`config.mk`:
```
export PLATFORM = sky130hd
export DESIGN_NAME = vsmc_top
export DESIGN_NICKNAME = d
export VERILOG_FILES = /design/src/core/vsmc_pkg.sv /design/src/core/vsmc_sync.sv /design/src/core/vsmc_top.sv
export SDC_FILE = /design/constraint.sdc
export NUM_CORES = 1
export LEC_CHECK = 0
export BUFFER_PORTS_ARGS = -buffer_cell sky130_fd_sc_hd__buf_2
export CORE_MARGIN = 1
export CORE_UTILIZATION = 60
export CTS_CLUSTER_DIAMETER = 120
export CTS_CLUSTER_SIZE = 40
export DETAILED_ROUTE_END_ITERATION = 7
export PLACE_DENSITY_LB_ADDON = 0.12
export SETUP_SLACK_MARGIN = 0.5
export SLEW_MARGIN = 30
export SYNTH_ARGS = -nofsm -noshare
export SYNTH_HDL_FRONTEND = slang
export SYNTH_SLANG_ARGS = --single-unit
export TNS_END_PERCENT = 30
```
`constraint.sdc`:
```
create_clock -name clk -period 2.9 [get_ports clk]
set_input_delay 0.435 -clock clk [delete_from_list [all_inputs] [get_ports clk]]
set_output_delay 0.435 -clock clk [all_outputs]
set_load 0.01 [all_outputs]
```
`src/core/vsmc_pkg.sv`:
```
/*
 Constants, state types and register map of the output-voltage setpoint
 and converter mode control block.
 Assumes a single 250 MHz clock and a serial control bus slave.
*/
package vsmc_pkg;
    // Register addresses on the serial control bus
    localparam logic [4:0] ADDR_COARSE    = 5'h00;
    localparam logic [4:0] ADDR_CONFIG    = 5'h01;
    localparam logic [4:0] ADDR_FINE      = 5'h03;
    // Converter configuration fields
    localparam int         CFG_AUTO_PFM   = 5;
    localparam int         CFG_BYPASS     = 4;
    localparam logic [7:0] CONFIG_RST     = 8'h00;
    localparam logic [7:0] SETPOINT_RST   = 8'h00;
    // Setpoint upper seven bits that select special states
    localparam logic [6:0] SP_BYPASS      = 7'h7f;
    localparam logic [6:0] SP_LOW_POWER   = 7'h00;
    localparam logic [6:0] SP_STANDBY     = 7'h02;
    // Command codes in the command byte
    localparam logic [2:0] CMD_WRITE      = 3'h2;
    localparam logic [2:0] CMD_READ       = 3'h3;
    // Bit counts within a frame
    localparam logic [3:0] CMD_LAST       = 4'hc;
    localparam logic [3:0] DATA_LAST      = 4'h8;
    localparam logic [3:0] RD_FIRST       = 4'h1;
    localparam logic [3:0] RD_LAST        = 4'h9;
    localparam logic [3:0] RD_PARK        = 4'ha;
    localparam logic [3:0] RD_END         = 4'hb;
    // Timing
    localparam int         CLK_MHZ        = 250;
    localparam int         T_SETUP_NS     = 50;
    localparam int         SETUP_CYC      = T_SETUP_NS * CLK_MHZ / 1000;
    localparam int         T_IO_RESET_US  = 10;
    localparam logic [1:0] SYNC_FILL      = 2'h3;

    typedef enum logic [2:0] {
        ST_IDLE, ST_CMD, ST_WDATA, ST_RDATA, ST_PARK
    } vsmc_state_t;

    typedef enum logic [1:0] {
        PS_LOW_POWER, PS_STANDBY, PS_ACTIVE
    } vsmc_pstate_t;
endpackage

```
`src/core/vsmc_sync.sv`:
```
/*
 Three-stage synchroniser for pin inputs, one chain per bit.
 Assumes the inputs are asynchronous to clk; stage one feeds only stage two.
*/
`timescale 1ns/1ps
module vsmc_sync #(
    parameter int W = 2
) (
    input  wire logic         clk,
    input  wire logic         rst,
    input  wire logic [W-1:0] d_i,
    output logic      [W-1:0] s2_o,
    output logic      [W-1:0] s3_o
);
    logic [W-1:0] s1_q;
    logic [W-1:0] s2_q;
    logic [W-1:0] s3_q;

    genvar i;
    generate
        for (i = 0; i < W; i++) begin : g_bit
            always_ff @(posedge clk) begin
                if (rst) begin
                    s1_q[i] <= 1'b0;
                    s2_q[i] <= 1'b0;
                    s3_q[i] <= 1'b0;
                end else begin
                    s1_q[i] <= d_i[i];
                    s2_q[i] <= s1_q[i];
                    s3_q[i] <= s2_q[i];
                end
            end
        end
    endgenerate

    assign s2_o = s2_q;
    assign s3_o = s3_q;
endmodule

```
`src/core/vsmc_top.sv`:
```
/*
 Control logic of the step-down converter: serial bus slave, shared
 setpoint behind coarse and fine views, mode and power-state outputs.
 Assumes rst is held while the I/O supply is absent and clk runs at 250 MHz.
*/
// Notes on behaviour
// - Fine register write loads all eight setpoint bits.
// - Coarse write loads upper seven setpoint bits and clears the LSB.
// - Coarse and fine views read and write the same stored setpoint.
// - Fine readback after a coarse write shows LSB zero.
// - Config bit 5 low selects forced PWM only.
// - Config bit 5 high selects automatic PFM/PWM transitions.
// - Bypass when config bit 4 set or setpoint upper bits all ones.
// - Low-power, standby, active states; converter runs only when active.
// - Bus interface live within 50 ns of supply rising.
// - PWM/PFM output target follows the setpoint register.
// - Shutdown whenever the I/O supply is off, logic held in reset.
// - Start in low-power state with converter disabled.
// - Modulation-mode bit resets to zero, forced PWM.
`timescale 1ns/1ps
module vsmc_top #(
    parameter logic [3:0] SLAVE_ID = 4'h5  // Arbitrary value
) (
    input  wire logic                   clk,
    input  wire logic                   rst,
    input  wire logic                   sclk_i,
    input  wire logic                   sdata_i,
    output logic                        sdata_o,
    output logic                        sdata_oe,
    output logic [7:0]                  vout_target,
    output logic                        mode_auto_pfm,
    output logic                        forced_bypass,
    output logic                        converter_en,
    output vsmc_pkg::vsmc_pstate_t      power_state,
    output logic                        bus_ready
);
    import vsmc_pkg::*;

    logic [1:0]   s2;
    logic [1:0]   s3;
    logic [1:0]   lvl_q;
    logic [1:0]   lvl_d;
    logic [1:0]   prev_q;
    logic [1:0]   rdy_cnt_q;
    vsmc_state_t  st_q;
    logic [11:0]  sh_q;
    logic [3:0]   cnt_q;
    logic [4:0]   addr_q;
    logic [8:0]   rdsh_q;
    logic [7:0]   setpoint_q;
    logic [7:0]   setpoint_d;
    logic [7:0]   config_q;
    logic [7:0]   config_d;
    vsmc_pstate_t pstate_d;

    vsmc_sync #(.W(2)) u_sync (
        .clk  (clk),
        .rst  (rst),
        .d_i  ({sdata_i, sclk_i}),
        .s2_o (s2),
        .s3_o (s3)
    );

    // A pin level changes only once stages two and three agree
    assign lvl_d = (~(s2 ^ s3) & s3) | ((s2 ^ s3) & lvl_q);

    wire sclk  = lvl_q[0];
    wire sdata = lvl_q[1];
    wire fall  = prev_q[0] & ~sclk;
    wire rise  = ~prev_q[0] & sclk;
    // Start condition: data falls while the clock stays low
    wire ssc   = bus_ready & ~sdata_oe & ~sclk & ~prev_q[0]
               & prev_q[1] & ~sdata;

    wire [12:0] cmd_word  = {sh_q, sdata};
    wire [8:0]  data_word = {sh_q[7:0], sdata};
    wire        cmd_done  = fall & (st_q == ST_CMD) & (cnt_q == CMD_LAST);
    wire        data_done = fall & (st_q == ST_WDATA) & (cnt_q == DATA_LAST);
    wire        cmd_ok    = (cmd_word[12:9] == SLAVE_ID) & (^cmd_word);
    wire        data_ok   = ^data_word;
    wire        is_coarse = cmd_word[8];
    wire        is_write  = cmd_word[8:6] == CMD_WRITE;
    wire        is_read   = cmd_word[8:6] == CMD_READ;

    wire wr_coarse = cmd_done & cmd_ok & is_coarse;
    wire wr_data   = data_done & data_ok;
    wire wr_fine   = wr_data & (addr_q == ADDR_FINE);
    wire wr_config = wr_data & (addr_q == ADDR_CONFIG);

    // Both views decode onto one stored setpoint
    wire [7:0] rd_val = (addr_q == ADDR_COARSE) ? {1'b0, setpoint_q[7:1]} :
                        (addr_q == ADDR_CONFIG) ? config_q :
                        (addr_q == ADDR_FINE)   ? setpoint_q : 8'h00;

    assign setpoint_d = wr_fine   ? data_word[8:1] :
                        wr_coarse ? {cmd_word[7:1], 1'b0} :
                        setpoint_q;
    assign config_d   = wr_config ? data_word[8:1] : config_q;

    // Decoded from the stored setpoint so state and target move together
    assign pstate_d = (setpoint_q[7:1] == SP_LOW_POWER) ? PS_LOW_POWER :
                      (setpoint_q[7:1] == SP_STANDBY)   ? PS_STANDBY :
                      PS_ACTIVE;

    always_ff @(posedge clk) begin
        if (rst) begin
            lvl_q     <= 2'h0;
            prev_q    <= 2'h0;
            rdy_cnt_q <= 2'h0;
            bus_ready <= 1'b0;
        end else begin
            lvl_q  <= lvl_d;
            prev_q <= lvl_q;
            if (rdy_cnt_q != SYNC_FILL) begin
                rdy_cnt_q <= rdy_cnt_q + 2'h1;
            end
            bus_ready <= rdy_cnt_q == SYNC_FILL;
        end
    end

    always_ff @(posedge clk) begin
        if (rst) begin
            setpoint_q    <= SETPOINT_RST;
            config_q      <= CONFIG_RST;
            vout_target   <= SETPOINT_RST;
            mode_auto_pfm <= 1'b0;
            forced_bypass <= 1'b0;
            converter_en  <= 1'b0;
            power_state   <= PS_LOW_POWER;
        end else begin
            setpoint_q    <= setpoint_d;
            config_q      <= config_d;
            vout_target   <= setpoint_q;
            mode_auto_pfm <= config_q[CFG_AUTO_PFM];
            forced_bypass <= config_q[CFG_BYPASS]
                           | (setpoint_q[7:1] == SP_BYPASS);
            power_state   <= pstate_d;
            converter_en  <= pstate_d == PS_ACTIVE;
        end
    end

    // Frame sequencer; a new start condition restarts the frame, except while sdata_oe is high
    always_ff @(posedge clk) begin
        if (rst) begin
            st_q     <= ST_IDLE;
            sh_q     <= 12'h000;
            cnt_q    <= 4'h0;
            addr_q   <= 5'h00;
            rdsh_q   <= 9'h000;
            sdata_o  <= 1'b0;
            sdata_oe <= 1'b0;
        end else if (ssc) begin
            st_q  <= ST_CMD;
            cnt_q <= 4'h0;
        end else begin
            case (st_q)
                ST_CMD: begin
                    if (fall) begin
                        sh_q  <= cmd_word[11:0];
                        cnt_q <= cnt_q + 4'h1;
                    end
                    if (cmd_done) begin
                        cnt_q  <= 4'h0;
                        addr_q <= cmd_word[5:1];
                        if (!cmd_ok) begin
                            st_q <= ST_IDLE;
                        end else if (is_coarse) begin
                            st_q <= ST_PARK;
                        end else if (is_write) begin
                            st_q <= ST_WDATA;
                        end else if (is_read) begin
                            st_q <= ST_RDATA;
                        end else begin
                            st_q <= ST_IDLE;
                        end
                    end
                end
                ST_WDATA: begin
                    if (fall) begin
                        sh_q  <= cmd_word[11:0];
                        cnt_q <= cnt_q + 4'h1;
                    end
                    if (data_done) begin
                        st_q <= ST_PARK;
                    end
                end
                ST_RDATA: begin
                    if (rise) begin
                        cnt_q <= cnt_q + 4'h1;
                        if (cnt_q == 4'h0) begin
                            rdsh_q <= {rd_val, ~^rd_val};
                        end else if (cnt_q <= RD_LAST) begin
                            sdata_o  <= rdsh_q[8];
                            sdata_oe <= 1'b1;
                            rdsh_q   <= {rdsh_q[7:0], 1'b0};
                        end else if (cnt_q == RD_PARK) begin
                            sdata_o <= 1'b0;
                        end
                    end
                    if (fall && cnt_q == RD_END) begin
                        sdata_oe <= 1'b0;
                        st_q     <= ST_IDLE;
                    end
                end
                ST_PARK: begin
                    if (fall) begin
                        st_q <= ST_IDLE;
                    end
                end
                default: begin
                    st_q <= ST_IDLE;
                end
            endcase
        end
    end

    // Plain constant of this file so the delay bound needs no package name
    localparam int LIVE_CYC = SETUP_CYC;
endmodule

```
Word level (Yosys, flattened, before mapping)
Index checks and enable logic that the tools add are counted.
- input port bits: 4
- bits in registers: 77
- output and inout bits: 16
- word-level logic and storage cells: 137
- add/subtract/negate cells: 2
- $lt $le $gt $ge: 1
- reduce and logical (&&, ||, !) cells: 23
- multiplexer cells: 29
- equal/unequal tests: 28
- bitwise operators: 29
- operators by type and width (operator ; count):
    $mux W8 ; 5
    $mux W3 ; 6
    $mux W9 ; 2
    $and A1 B1 Y1 ; 17
    $eq A4 B4 Y1 const B ; 4
    $reduce_xor A13 Y1 ; 1
    $eq A3 B2 Y1 const B ; 4
    $mux W4 ; 3
    $ne A2 B2 Y1 const B ; 6
    $ne A3 B3 Y1 const B ; 4
    $pmux W3 S4 ; 1
    $pmux W4 S3 ; 1
    $reduce_and A4 Y1 ; 3
    $reduce_and A5 Y1 ; 2
    $reduce_bool A2 Y1 ; 5
    $reduce_xor A9 Y1 ; 1
    $mux W2 ; 4
    $reduce_xnor A8 Y1 ; 1
    $eq A7 B2 Y1 const B ; 1
    $eq A7 B7 Y1 const B ; 1
    $logic_not A7 Y1 ; 1
    $mux W1 ; 7
    $not A1 Y1 ; 6
    $reduce_and A3 Y1 ; 2
    21 further kinds ; 24

Depth between registers and ports, before layout
Gate-level depths: netlist (run 1).
- word-level depth: 8
- gate-level depth with buffers: 9
- gate-level depth less buffers: 8

Cells and area by module
From an unflattened synthesis (run 1), not the netlist that was laid out.
- cells, all modules: 396
- area total of the unflattened synthesis: 3588.4 um^2
- by module, submodules not included (module ; area an instance (um^2) ; sequential area each (um^2) ; instances ; cells an instance):
    vsmc_top ; 3430.8 ; 1401.3 ; 1 ; 384
    vsmc_sync ; 157.7 ; 120.1 ; 1 ; 12

Worst setup path before layout (run 1)
Ideal clock, no wire load.
- path kind: register to register
- start point: register sh_q[5]
- end point: register st_q[0]
- cell stages (with the launch flop): 9
- buffers on the path: 0
- path slack: 0.831 ns
- arrival: 1.998 ns
- period minus slack after synthesis: 2.069 ns
- required time: 2.830 ns
- library setup time: 0.070 ns
- path through: dfxtp_1 inv_1 ha_1 xnor2_1 xnor2_1 xnor2_2 nand2_1 or4_1 a21oi_1
- word-level cells in the longest chain between the ends: 8
- elaborated cells on any way between the ends: 11
- those cells by class: eq/ne (2); mux (7); bitwise (1); reduce/logical (1)
- RTL lines (element ; line ; text):
    start: declaration ; vsmc_top.sv:46 ; logic [11:0] sh_q;
    start signal: assignment ; vsmc_top.sv:159 ; sh_q <= cmd_word[11:0];
    start signal: assignment ; vsmc_top.sv:180 ; sh_q <= cmd_word[11:0];
    $eq A3 B2 Y1 ; vsmc_top.sv:83 ; wire is_read = cmd_word[8:6] == CMD_READ;
    $mux W2 ; vsmc_top.sv:171 ; end else if (is_read) begin
    $mux W2 ; vsmc_top.sv:169 ; end else if (is_write) begin
    $mux W3 ; vsmc_top.sv:167 ; end else if (is_coarse) begin
    $mux W3 (*) ; vsmc_top.sv:165 ; if (!cmd_ok) begin
    $mux W3 (*) ; vsmc_top.sv:162 ; if (cmd_done) begin
    $pmux W3 S4 (*) ; vsmc_top.sv:156 ; case (st_q)
    $mux W1 (*) ; vsmc_top.sv:152 ; end else if (ssc) begin
    end signal: assignment ; vsmc_top.sv:153 ; st_q <= ST_CMD;
    end signal: assignment ; vsmc_top.sv:166 ; st_q <= ST_IDLE;
    end signal: assignment ; vsmc_top.sv:168 ; st_q <= ST_PARK;
    end: declaration ; vsmc_top.sv:45 ; vsmc_state_t st_q;
Mark *: on every way between the ends. The rest lies on a longest branch, timed or not. The select of a mux whose other input is x is not followed.
A chain may end at the register's enable or synchronous reset.

Worst setup path after layout (run 1)
- start point: register sh_q[6]
- end point: register setpoint_q[7]
- word-level cells in the longest chain between the ends: 5
- elaborated cells on any way between the ends: 10
- those cells by class: mux (2); bitwise (5); reduce/logical (3)
- RTL lines (element ; line ; text):
    $reduce_xor A13 Y1 ; vsmc_top.sv:79 ; wire cmd_ok = (cmd_word[12:9] == SLAVE_ID) & (^cmd_word);
    $and A1 B1 Y1 ; vsmc_top.sv:79 ;
    $and A1 B1 Y1 (2 in a row) ; vsmc_top.sv:85 ; wire wr_coarse = cmd_done & cmd_ok & is_coarse;
    $reduce_bool A2 Y1 (no source line) ; n/a ;
    end signal: assignment ; vsmc_top.sv:131 ; setpoint_q <= setpoint_d;
    end: declaration ; vsmc_top.sv:50 ; logic [7:0] setpoint_q;
Several ways; a longest one is shown, not always the timed one. The select of a mux whose other input is x is not followed.

==> flow_summary.toml, run 1 <==
[worst_setup_path]
cp_common_cell = "xnor2_1"
critPathBufInv = 1
worst_setup_path_start_kind = "register"
max_stage_delay_ns = 0.49
r2r_slack_ns = 0.67
slowest_stage = "dfxtp_1"
path_delay_family = "XOR/XNOR gates"
worstSetupPathType = "reg -> reg"
path_max_fanout = 8
worstPathArrival_ns = 2.45
crit_chain = "ha_1, xnor2_1, xnor2_1, xnor2_2, nor3b_2, buf_4, mux2i_1, a211oi_1"
cp.required_ns = 3.12
crit_path_end_kind = "register"

[finish]
drive_gt1_frac = 0.153
layout.nets = 399
multiInputGateArea_mm2 = 0.00184
final_core_util = 0.695
regArea_mm2 = 0.00152
fillers = 437
n_antenna_cell = 0
fin_area_mm2 = 0.00388
syn2layout_area_growth_pct = 10.0

[power]
p_leak_nw = 1.46
p_total_mw = 2.06
irDropWorstVdd_uv = 400
cellPowerDensity_mw_per_mm2 = 532

[placement]
pre_cts_slack_ns = 0.465
io_buffers = 19
gp_congestion = 0.818
place_area_mm2 = 0.00361
hpwl_um = 4780

[timing]
post-route-min-period_ns = 2.23
setup_viol = 0
finalHoldViolCount = 0
rsz0062_at_grt = "yes"
timing.final.ws_setup_ns = 0.666
worst-slew-pin-transition_ns = 0.556
skew_ns = 0.00488
fmax_mhz = 448
fin_crit_sh = 0.770
drv_slew = 0
fin_tns_setup_ns = 0
slew_headroom = 0.629

[clock_network]
postCtsHoldBufs = 0
insertion_delay_ns = 0.34
root_buffer = "clkbuf_8"
cts_buffer_depth = 2
cts_max_level = 3
clk_pin_slew_ns = 0.08
cts_tree = "built"
cts.sink_count = 76
cts_buffers = 9

[global_route]
grt_overflow = 0
grt_first_pass_wirelength_um = 12000
first_global_vias = 2493
grt_usage = 0.249
grt_max_degree = 41
antenna_found_initial = 0

[detailed_routing]
vias_per_cell = 5.72
dr.pass1.iters = 4
routed_wl_um = 7000
via_count = 2654
antenna_left = 0
drc_errors = 0
wire_per_inst_um = 15.1
drt_iter0_markers = 143

[die]
start_util = 0.632
die_h_um = 78.6
die_w_um = 78.6
die_area_mm2 = 0.00618
rows = 27
ios = 20
coreArea_mm2 = 0.00557

[synth]
syn_avg_cell_area_um2 = 9.37
synth_commonest_cells = "dfxtp_1, nor2_1, mux2i_1"
async_reset_ff_frac = 0
synth_top_area_frac = 0.432
synth_area_mm2 = 0.00352
synth_seq_cells = 76
synth_edf_count = 0
yosysMostFrequentCell = "dfxtp_1"
synth.area.top_cells = "dfxtp_1, mux2i_1, nor2_1"
ys_types = 52
syn_inst = 376
syn_nets = 388
ys_warn_count = 0
synth_largest_area_cell = "dfxtp_1"
ys.flop_type = "dfxtp_1"
ys_seq_area_frac = 0.432

[job]
maxCapViolations = 0

[run_status]
status = "complete, no violations"

[min_path]
hold_path_class = "in -> reg"
[repair_timing]
action | CTS | global route
setup endpoints to repair | 16 | 10
resized for setup | 2 | 1
pin swaps | 0 | 1
hold endpoints to repair | 0 | 0
setup buffers | 1 | 1
[logic make-up after synthesis]
logic type	count (synthesis)	share of synthesized area
AND/OR/NAND/NOR	133	0.195
multiplexers	43	0.126
buffers and inverters	34	0.0486
adder cells (fa/ha/maj)	8	0.0284
AO/OA/AOI/OAI	66	0.127
XOR/XNOR	16	0.0440
flip-flops	76	0.432
[sequential cells by signal, indices dropped and copies added (netlist names), named ones only]
register / flops
cnt_q: 4
addr_q: 5
u_sync.s3_o: 2
forced_bypass: 1
sdata_o: 1
sdata_oe: 1
mode_auto_pfm: 1
setpoint_q: 8
rdsh_q: 9
st_q: 3
vout_target: 8
u_sync.s1_q: 2
u_sync.s2_o: 2
bus_ready: 1
prev_q: 2
rdy_cnt_q: 2
sh_q: 12
converter_en: 1
config_q: 8
power_state: 1
[report_power, final]
group          leakage [nW]  total (mW)  switching [mW]  internal, mW
clock                 0.120       0.965           0.391         0.573
combinational         0.721      0.0403          0.0253        0.0150
sequential            0.614        1.06         0.00568          1.05
[layout make-up]
cell class / instances / area share
Inverter: 7 / 0.00678
Clock buffer: 10 / 0.0329
Tap cell: 72 / 0.0232
Timing Repair Buffer: 27 / 0.0400
Clock inverter: 6 / 0.0291
Sequential cell: 76 / 0.393
Multi-Input combinational cell: 266 / 0.475
[placed cells by master, fill, tap and decap left out, types with 7 or more instances in the layout]
| master | synthesis | final |
|---|---|---|
| a211oi_1 | 13 | 13 |
| a21oi_1 | 15 | 15 |
| a22oi_1 | 7 | 7 |
| buf_2 | 7 | 19 |
| buf_4 | 6 | 8 |
| clkbuf_8 | 0 | 9 |
| dfxtp_1 | 76 | 75 |
| ha_1 | 8 | 8 |
| inv_1 | 7 | 7 |
| mux2i_1 | 36 | 36 |
| nand2_1 | 13 | 13 |
| nor2_1 | 54 | 54 |
| nor2b_1 | 22 | 22 |
| o21ai_0 | 13 | 13 |
| xnor2_1 | 12 | 12 |
[per-layer routing]
layer	vias to the layer above	global-route usage	share of wire
li1	1335	-	-
met1	1267	0.344	0.50
met2	47	0.380	0.46
met3	5	0.0512	0.038
met4	0	0.0907	0.0061
met5	-	0	0
[final timing paths]
kind | start | to | cells after the start
hold / removal | sclk_i | u_sync.s1_q[0] | 2
setup / recovery | sh_q[6] | setpoint_q[7] | 8
hold reg to reg | u_sync.s1_q[1] | u_sync.s2_o[1] | 1
setup reg to reg | sh_q[6] | setpoint_q[7] | 8
[metrics by stage]
| step | hold slack [ns] | cells |
|---|---|---|
| 6_report | 0.296 | 464 |
| 5_1_grt | 0.313 | 464 |
| 4_1_cts | 0.288 | 463 |
| 3_5_place_dp | 0.429 | 446 |
| 3_3_place_gp | 0.417 | 446 |
| 2_1_floorplan | 0.414 | 376 |
No activity file was read; power rests on OpenSTA's default activity.
==> inputs of run 2 (changes only) <==
- clock period: 2.9 -> 2.35 ns (I/O delays scaled with it)
==> run 2 against run 1 <==
Effect of this change: flip-flop and latch count stayed put; largest cell class unchanged; hold slack worse by 0.078 ns; register-to-register slack worse by 0.28 ns; via count is 3.6% higher; design area is 3.8% higher; first-iteration DRC count is 7.0% higher; non-clock buffer count is 14 higher; sequential power is 23% higher; critical endpoint is now setpoint_q[2]; critical path depth is 1 higher; critical path type unchanged; final cell count is 2.8% higher; clock-buffer cell count is 3 higher; clock power is 14% lower.
==> flow_summary.toml, run 2 (synthesis results as in run 1) <==
[run_status]
status = "complete, no violations"

[detailed_routing]
dr.pass1.iters = 4
drt_iter0_markers = 153
vias_per_cell = 5.77
wire_per_inst_um = 15.7
antenna_left = 0
drc_errors = 0
routed_wl_um = 7490
via_count = 2750

[worst_setup_path]
path_delay_family = "XOR/XNOR gates"
critPathBufInv = 2
worstSetupPathType = "reg -> reg"
worst_setup_path_start_kind = "register"
slowest_stage = "dfxtp_4"
path_max_fanout = 8
worstPathArrival_ns = 2.17
cp_common_cell = "xnor2_2"
crit_chain = "inv_4, ha_4, xnor2_2, xnor2_2, xnor2_2, nor3b_4, buf_6, mux2i_2, a211oi_2"
crit_path_end_kind = "register"
cp.required_ns = 2.56
max_stage_delay_ns = 0.37

[power]
irDropWorstVdd_uv = 417
p_leak_nw = 1.54
cellPowerDensity_mw_per_mm2 = 543
p_total_mw = 2.18

[placement]
hpwl_um = 4930
gp_congestion = 0.845
io_buffers = 19

[timing]
slew_headroom = 0.643
worst-slew-pin-transition_ns = 0.535
rsz0062_at_grt = "yes"
fin_tns_setup_ns = 0
finalHoldViolCount = 0
fmax_mhz = 509
setup_viol = 0
drv_slew = 0
fin_crit_sh = 0.836
skew_ns = 0.00520
post-route-min-period_ns = 1.96

[global_route]
grt_first_pass_wirelength_um = 12200
grt_overflow = 0
grt_max_degree = 43
busiest_layer = "met2"
grt_usage = 0.256
met3_usage = 0.0465
use_met2 = 0.404
first_global_vias = 2520
use_met1 = 0.346
antenna_found_initial = 0

[clock_network]
cts_tree = "built"
cts_buffers = 9
root_buffer = "clkbuf_8"
postCtsHoldBufs = 0
cts_buffer_depth = 2
insertion_delay_ns = 0.34
clk_pin_slew_ns = 0.07
cts.sink_count = 76
cts_max_level = 3

[finish]
syn2layout_area_growth_pct = 14.2
final_common_cell = "dfxtp_1"
fillers = 422
top_register = "sh_q"
n_antenna_cell = 0
drive_gt1_frac = 0.225
regArea_mm2 = 0.00154
multiInputGateArea_mm2 = 0.00194
layout_common_cells = "dfxtp_1, nor2_1, mux2i_1"
layout.nets = 413
largest_register_ff_count = 12
reg.largest.list = "sh_q: 12 flops, rdsh_q: 9 flops"

[die]
coreArea_mm2 = 0.00557
ios = 20
start_util = 0.632
die_h_um = 78.6
die_area_mm2 = 0.00618
die_w_um = 78.6
rows = 27

[min_path]
hold_path_class = "in -> reg"

[job]
maxCapViolations = 0
==> run 2: changes by cell type in the layout (fill, tap and decap cells not counted), moves of 3 or more <==
cell,change
dfxtp_2,+3
dfxtp_1,-6
mux2i_2,+3
dfxtp_4,+3
buf_4,+10
inv_1,-3
mux2i_1,-3
clkbuf_1,+3
bufinv_16,-3
buf_6,+4
==> run 2: final timing paths <==
path / from / endpoint / slack (ns) / cells after the start
max: sh_q[5] / setpoint_q[2] / 0.39 / 9
max reg2reg: sh_q[5] / setpoint_q[2] / 0.39 / 9
min: sclk_i / u_sync.s1_q[0] / 0.22 / 2
min reg2reg: u_sync.s1_q[0] / u_sync.s2_o[0] / 0.44 / 1
==> run 2: layout make-up <==
type | instances | share of cell area
timing repair buffer | 41 | 0.0684
clock inverter | 2 | 0.00311
clock buffer | 13 | 0.0345
multi-input combinational | 266 | 0.482
inverter | 7 | 0.00715
sequential | 76 | 0.382
tap | 72 | 0.0224
==> run 2: metrics by stage <==
stage / instance area [um^2] / worst slack [ns] / utilization / hold slack (ns) / std cells
6_report: 4020 / 0.386 / 0.722 / 0.218 / 477
5_1_grt: 4020 / 0.313 / 0.722 / 0.260 / 477
4_1_cts: 3950 / 0.401 / 0.709 / 0.217 / 475
3_5_place_dp: 3680 / 0.220 / 0.660 / 0.424 / 455
3_3_place_gp: 3680 / 0.303 / 0.660 / 0.419 / 455
2_1_floorplan: 3530 / 0.399 / - / 0.414 / 376
==> run 2: repair_timing <==
item / in CTS / in global routing
pin swaps: 8 / 9
resized for setup: 23 / 13
setup buffers: 5 / 2
setup endpoints to repair: 27 / 29
==> run 2: power by group <==
group	internal [mW]	total, mW	switching (mW)
Combinational	0.0187	0.0513	0.0326
Clock	0.378	0.830	0.452
Sequential	1.30	1.30	0.00707
==> run 2: metal layers <==
metal,vias to the layer above,routed length (um)
met5,-,0
met4,0,95
met3,11,252
met2,50,3580
met1,1328,3560
li1,1361,-
